## config.mk

```make
export PLATFORM = sky130hd
export DESIGN_NAME = ddc_divider
export DESIGN_NICKNAME = d
export VERILOG_FILES = /design/src/core/ddc_pkg.sv /design/src/core/ddc_divider.sv
export SDC_FILE = /design/constraint.sdc
export NUM_CORES = 1
export LEC_CHECK = 0
export BUFFER_PORTS_ARGS = -buffer_cell sky130_fd_sc_hd__buf_2
export CORE_MARGIN = 10
export CORE_UTILIZATION = 55
export CTS_BUF_LIST = sky130_fd_sc_hd__clkbuf_4
export DETAILED_ROUTE_END_ITERATION = 16
export PLACE_DENSITY = 0.73
export SYNTH_ARGS = -nofsm -noshare
export SYNTH_HDL_FRONTEND = slang
export SYNTH_SLANG_ARGS = --single-unit
```

## constraint.sdc

```tcl
create_clock -name clk_sys -period 2.86 [get_ports clk_sys]
set_input_delay 0.286 -clock clk_sys [delete_from_list [all_inputs] [get_ports clk_sys]]
set_output_delay 0.286 -clock clk_sys [all_outputs]
set_load 0.02 [all_outputs]
```

## src/core/ddc_pkg.sv

```systemverilog
// package for the divide-down clock with advance/delay trim
// assumes a single 40 MHz system clock that also serves as the master clock
package ddc_pkg;

  // ---------------------------------------------------------------
  // counter geometry
  // ---------------------------------------------------------------
  localparam int unsigned LOW_STATES = 16;
  localparam int unsigned HIGH_STATES = 10;
  localparam int unsigned TRIM_CLOCKS = 4;
  localparam logic [3:0] LOW_LAST = 4'(LOW_STATES - 1);
  localparam logic [3:0] HIGH_LAST = 4'(HIGH_STATES - 1);
  localparam logic [3:0] CNT_ZERO = 4'h0;
  localparam logic [3:0] LOW_SKIP = 4'(TRIM_CLOCKS);
  localparam logic [2:0] TRIM_LAST = 3'(TRIM_CLOCKS - 1);
  localparam logic [2:0] TRIM_ZERO = 3'h0;

  // ---------------------------------------------------------------
  // trim state machines
  // ---------------------------------------------------------------
  typedef enum logic [1:0] {
    ADV_IDLE,
    ADV_CLEAR,
    ADV_WAIT
  } ddc_adv_state_type;

  typedef enum logic [1:0] {
    DLY_IDLE,
    DLY_HOLD,
    DLY_CLEAR,
    DLY_WAIT
  } ddc_dly_state_type;

  // trim requests and their clear pulses
  typedef struct packed {
    logic advance;
    logic delay;
  } ddc_trim_type;

endpackage : ddc_pkg

```

## src/core/ddc_divider.sv

```systemverilog
// divide-by-160 pulse generator with four-clock advance and delay trim
// assumes the host holds each request bit until the matching clear pulse
// and that clk_sys stands for the master clock

// How it works
// - with no trim pending one pulse leaves every 160 master clocks.
// - a 16-state low counter carries into a 10-state high counter.
// - the pulse is raised as the high counter wraps from 9 to 0.
// - an advance request skips four low states once, for a 156 clock period.
// - after the skip the advance machine pulses a clear for the advance bit.
// - a delay request holds the counter for four extra master clocks.
// - after the fourth held clock the delay machine pulses the delay clear.
// - divider, advance and delay logic are separate synchronous machines.
module ddc_divider (
  // clock and reset
  input wire logic clk_sys,
  input wire logic rst_n,
  // trim requests from host control bits
  input wire ddc_pkg::ddc_trim_type trim_req,
  // trim clear pulses to host
  output ddc_pkg::ddc_trim_type trim_clr,
  // divided output pulse
  output logic pulse_out
);

  // ---------------------------------------------------------------
  // decode helpers
  // ---------------------------------------------------------------
  // high counter at its last state, so the next carry launches the pulse
  function automatic logic high_at_last(input logic [3:0] high);
    return (high == ddc_pkg::HIGH_LAST);
  endfunction : high_at_last

  // low counter close enough to the top that a skip runs past it
  function automatic logic skip_wraps(input logic [3:0] low);
    return (low >= (ddc_pkg::LOW_LAST - ddc_pkg::LOW_SKIP));
  endfunction : skip_wraps

  // next high state, wrapping from the last state to zero
  function automatic logic [3:0] high_next(input logic [3:0] high);
    logic [3:0] nxt;
    nxt = high + 4'h1;
    if (high_at_last(high)) begin
      nxt = ddc_pkg::CNT_ZERO;
    end
    return nxt;
  endfunction : high_next

  // ---------------------------------------------------------------
  // reset release and request synchronisers
  // ---------------------------------------------------------------
  logic rst_meta_q;
  logic rst_sync_q;
  ddc_pkg::ddc_trim_type req_meta_q;
  ddc_pkg::ddc_trim_type req_q;

  always_ff @(posedge clk_sys or negedge rst_n) begin
    if (!rst_n) begin
      rst_meta_q <= 1'b0;
      rst_sync_q <= 1'b0;
    end else begin
      rst_meta_q <= 1'b1;
      rst_sync_q <= rst_meta_q;
    end
  end

  always_ff @(posedge clk_sys) begin
    if (!rst_sync_q) begin
      req_meta_q <= '0;
      req_q <= '0;
    end else begin
      req_meta_q <= trim_req;
      req_q <= req_meta_q;
    end
  end

  // ---------------------------------------------------------------
  // advance and delay machines
  // ---------------------------------------------------------------
  ddc_pkg::ddc_adv_state_type adv_q;
  ddc_pkg::ddc_dly_state_type dly_q;
  logic [2:0] hold_cnt_q;
  logic skip_now;
  logic hold_now;

  // skip happens in the single cycle the advance machine leaves idle;
  // it waits out a delay hold, since a frozen counter would lose the skip
  assign skip_now = (adv_q == ddc_pkg::ADV_IDLE) && req_q.advance && !hold_now;
  assign hold_now = (dly_q == ddc_pkg::DLY_HOLD);

  always_ff @(posedge clk_sys) begin
    if (!rst_sync_q) begin
      adv_q <= ddc_pkg::ADV_IDLE;
    end else begin
      case (adv_q)
        // leaves idle only on the cycle the skip is applied
        ddc_pkg::ADV_IDLE: begin
          if (skip_now) begin
            adv_q <= ddc_pkg::ADV_CLEAR;
          end
        end
        ddc_pkg::ADV_CLEAR: begin
          adv_q <= ddc_pkg::ADV_WAIT;
        end
        // wait for the host bit to drop through the synchroniser
        ddc_pkg::ADV_WAIT: begin
          if (!req_q.advance) begin
            adv_q <= ddc_pkg::ADV_IDLE;
          end
        end
        default: begin
          adv_q <= ddc_pkg::ADV_IDLE;
        end
      endcase
    end
  end

  always_ff @(posedge clk_sys) begin
    if (!rst_sync_q) begin
      dly_q <= ddc_pkg::DLY_IDLE;
    end else begin
      case (dly_q)
        // a delay that meets a skip starts one cycle later
        ddc_pkg::DLY_IDLE: begin
          if (req_q.delay && !skip_now) begin
            dly_q <= ddc_pkg::DLY_HOLD;
          end
        end
        ddc_pkg::DLY_HOLD: begin
          if (hold_cnt_q == ddc_pkg::TRIM_LAST) begin
            dly_q <= ddc_pkg::DLY_CLEAR;
          end
        end
        ddc_pkg::DLY_CLEAR: begin
          dly_q <= ddc_pkg::DLY_WAIT;
        end
        ddc_pkg::DLY_WAIT: begin
          if (!req_q.delay) begin
            dly_q <= ddc_pkg::DLY_IDLE;
          end
        end
        default: begin
          dly_q <= ddc_pkg::DLY_IDLE;
        end
      endcase
    end
  end

  // held clocks, counted only while the delay machine holds
  always_ff @(posedge clk_sys) begin
    if (!rst_sync_q) begin
      hold_cnt_q <= ddc_pkg::TRIM_ZERO;
    end else if (hold_now) begin
      hold_cnt_q <= hold_cnt_q + 3'h1;
    end else begin
      hold_cnt_q <= ddc_pkg::TRIM_ZERO;
    end
  end

  // ---------------------------------------------------------------
  // clear pulses
  // ---------------------------------------------------------------
  always_ff @(posedge clk_sys) begin
    if (!rst_sync_q) begin
      trim_clr <= '0;
    end else begin
      trim_clr.advance <= (adv_q == ddc_pkg::ADV_CLEAR);
      trim_clr.delay <= (dly_q == ddc_pkg::DLY_CLEAR);
    end
  end

  // ---------------------------------------------------------------
  // main divider
  // ---------------------------------------------------------------
  logic [3:0] low_q;
  logic [3:0] high_q;
  logic [3:0] low_d;
  logic carry;

  // skipping four low states near the top keeps the carry in the same period
  always_comb begin
    carry = 1'b0;
    low_d = low_q + 4'h1;
    if (skip_now && skip_wraps(low_q)) begin
      low_d = low_q + ddc_pkg::LOW_SKIP + 4'h1 - 4'(ddc_pkg::LOW_STATES);
      carry = 1'b1;
    end else if (skip_now) begin
      low_d = low_q + ddc_pkg::LOW_SKIP + 4'h1;
    end else if (low_q == ddc_pkg::LOW_LAST) begin
      low_d = ddc_pkg::CNT_ZERO;
      carry = 1'b1;
    end
  end

  // low counter, frozen while the delay machine holds
  always_ff @(posedge clk_sys) begin
    if (!rst_sync_q) begin
      low_q <= ddc_pkg::CNT_ZERO;
    end else if (!hold_now) begin
      low_q <= low_d;
    end
  end

  // high counter steps once per low carry
  always_ff @(posedge clk_sys) begin
    if (!rst_sync_q) begin
      high_q <= ddc_pkg::CNT_ZERO;
    end else if (!hold_now && carry) begin
      high_q <= high_next(high_q);
    end
  end

  // one-cycle pulse on the high wrap; a held cycle never launches it
  always_ff @(posedge clk_sys) begin
    if (!rst_sync_q) begin
      pulse_out <= 1'b0;
    end else begin
      pulse_out <= !hold_now && carry && high_at_last(high_q);
    end
  end

endmodule : ddc_divider

```

==> impl_metrics.csv <==
group,metric,value,unit
clock_tree,cts_root_buf,"clkbuf_4",
power_and_ir_drop,power_frac_comb,25.6,%
placement,hpwl,1290,um
sta,timing.setup.tns,0,ps
sta,finalClockSkew,4.04,ps
floorplanning,core,1800,um^2
route,viasPerCell,5.26,
clock_tree,cts_buffer_depth,2,
clock_tree,cts_tree,"yes",
yosys,syn_nets,121,
job,cap_violations,0,
yosys,yosys_register_bits,24,
power_and_ir_drop,p_seq_share,55.1,%
floorplanning,die_area,4140,um^2
setup_path,cp-start-kind,"flip-flop",
setup_path,crit_path_max_fanout,14,
power_and_ir_drop,leakage,0.469,nW
yosys,synth_area,1080,um^2
placement,portBuffers,6,
sta,setup_violations,0,
clock_tree,clock-sinks,24,
sta,rsz0062_at_grt,"false",
route,wirelength,1720,um
power_and_ir_drop,internal-power,0.505,mW
power_and_ir_drop,p_per_area,642,nW/um^2
route,drt_iter0_drc,10,
grt,grt_max_degree,15,
sta,drv_slew,0,
final_layout,fill_cells,151,
floorplanning,die_w,64.3,um
clock_tree,clkTransAtPathRegs,130,ps
power_and_ir_drop,swShare,32.5,%
yosys,synth_cells,109,
placement,gp_congestion,0.861,
power_and_ir_drop,p_switching,0.243,mW
status,status,"finished clean",
setup_path,path_class,"reg2reg",
setup_path,end_kind,"flip-flop",
sta,fin_crit,1850,ps
power_and_ir_drop,total_power,0.749,mW
sta,max_freq,541,MHz
floorplanning,pin_count,7,
grt,grt_pass1_vias,731,
power_and_ir_drop,clockPowerShare,19.4,%
route,vias,747,
final_layout,layout_commonest_cell,"dfxtp_1",
route,dr.pass1.iters,4,
clock_tree,ctsResizeCount,0,
min_path,min_path_type,"in2reg",
route,final_antenna_net_count,0,
grt,grt_overflow,0,
route,wl_per_cell,12.1,um
floorplanning,die_h,64.3,um
sta,worst_slack,1010,ps
placement,place_ws,1020,ps
clock_tree,cts_max_level,1,
route,drc,0,
yosys,syn_avg_cell_area,9.91,um^2
yosys,yosysUniqueCellTypes,37,
floorplanning,row_count,15,
final_layout,antenna_cells,0,
final_layout,drive_gt1_share,12.0,%
yosys,ys_warn_count,0,
clock_tree,clock_latency,300,ps
sta,hold_violations,0,
sta,finalCritPeriodShare,64.6,%
setup_path,worstPathRequired,3100,ps
clock_tree,cts_buffers,3,
yosys,ys_seq_area_share,45.4,%
grt,grtUsageTotal,8.91,%
floorplanning,start_util,59.9,%
final_layout,layout_common_cells,"22 x dfxtp_1, 9 x a21oi_1, 8 x ha_1, 7 x nor2_1",
final_layout,area_delta_synth_final,8.00,%
grt,grt_pass1_wl,3060,um
grt,antenna_found_initial,0,
clock_tree,cts_hold_buffers,1,
final_layout,fin_nets,130,
power_and_ir_drop,vdd_drop_max,0.000367,V
setup_path,critPathArrivalTime,2090,ps
clock_tree,cts_setup_buffers,0,
## power groups by stage
| stage | Sequential, mW | Combinational (mW) | Clock [mW] |
|---|---|---|---|
| floorplan | 0.409 | 0.160 | 0 |
| finish | 0.412 | 0.191 | 0.145 |
| CTS | 0.411 | 0.194 | 0.154 |
| detailed placement | 0.419 | 0.191 | 0 |
| global route | 0.418 | 0.224 | 0.167 |
| global placement | 0.415 | 0.183 | 0 |
## stage by stage
step | area [um^2] | instances | utilization [%] | hold WS, ps
after detailed placement | 1130 | 137 | 62.7 | 74.1
after floorplan | 1080 | 109 | - | -9.59
after global routing | 1170 | 142 | 64.7 | 163
final | 1170 | 142 | 64.7 | 179
after global placement | 1130 | 137 | 62.7 | 70.5
after CTS | 1170 | 142 | 64.7 | 167
## path summary, 6_finish.rpt
| path | depth (start not counted) | to | startpoint | slack, ps |
|---|---|---|---|---|
| min in group asynchronous | 2 | rst_meta_q$_DFF_PN0_ | rst_n | 280 |
| hold reg to reg | 0 | rst_sync_q$_DFF_PN0_ | rst_meta_q$_DFF_PN0_ | 380 |
| hold / removal | 2 | req_meta_q[0]$_SDFF_PN0_ | trim_req[0] | 180 |
| setup reg to reg | 6 | high_q[3]$_SDFFE_PN0P_ | dly_q[1]$_SDFFE_PN0P_ | 1010 |
| max in group asynchronous | 2 | rst_sync_q$_DFF_PN0_ | rst_n | 2490 |
| setup / recovery | 6 | high_q[3]$_SDFFE_PN0P_ | dly_q[1]$_SDFFE_PN0P_ | 1010 |
## critical path, stage by stage, from the launching register on
cell	delay, ps
dfxtp_1	390
inv_1	100
ha_1	340
and2b_1	310
o2111ai_4	160
or3_1	340
a31oi_1	150
## per-layer routing
layer  wire length (um)  part of all wire (%)  vias up  global-route usage, %
met5                  0                     0        -                      0
met4                 21                   1.2        0                   4.01
met3                 77                   4.5        2                   3.48
met2                792                    46        6                   14.0
met1                829                    48      345                   10.4
li1                   -                     -      394                      -
## sequential cells by signal, indices dropped and copies added (netlist names)
name,flops
high_q,4
req_meta_q,2
rst_meta_q,1
dly_q,2
adv_q,2
low_q,4
hold_cnt_q,3
pulse_out,1
trim_clr,2
req_q,2
rst_sync_q,1
## cell families after synthesis
group,share of synthesized area (%)
and+or+nand+nor,24.5
buffers and inverters,3.13
other,0.347
adders and majority gates,9.27
DFF,45.4
muxes,1.85
AOI/OAI and AO/OA,13.9
xor gates and xnor gates,1.62
## synthesized netlist by cell type
cell	n	area (um^2)
dfxtp_1	22	440
a21oi_1	9	45.0
ha_1	8	100
nor2_1	7	26.3
and2_1	6	37.5
inv_1	6	22.5
nand2_1	5	18.8
or3_1	4	25.0
clkbuf_1	3	11.3
o21ai_0	3	15.0
a211oi_1	2	15.0
and3_1	2	12.5
and4bb_1	2	25.0
dfrtp_1	2	50.1
mux2i_1	2	20.0
nand2b_1	2	12.5
nand3_1	2	10.0
nor2b_1	2	12.5
nor3_1	2	10.0
a311oi_1	1	8.76
a31oi_1	1	6.26
and2b_1	1	7.51
conb_1	1	3.75
nand3b_1	1	7.51
nand4b_1	1	8.76
nor3b_4	1	18.8
nor4_1	1	6.26
o2111ai_4	1	26.3
o211ai_2	1	12.5
o21ai_1	1	5.00
o31a_1	1	8.76
o31ai_1	1	7.51
or2_2	1	6.26
or2b_1	1	7.51
or3b_4	1	11.3
xnor2_1	1	8.76
xor2_1	1	8.76
## cell type report
type	instances	area [um^2]	area share (%)
clock buffer	3	22.5	1.93
tap	25	31.3	2.68
sequential	24	490	42.1
inverter	6	22.5	1.93
multi-input combinational	76	556	47.6
clock inverter	1	3.75	0.322
timing repair buffer	7	40.0	3.43
Note: power is estimated with default switching activity, not from simulation.
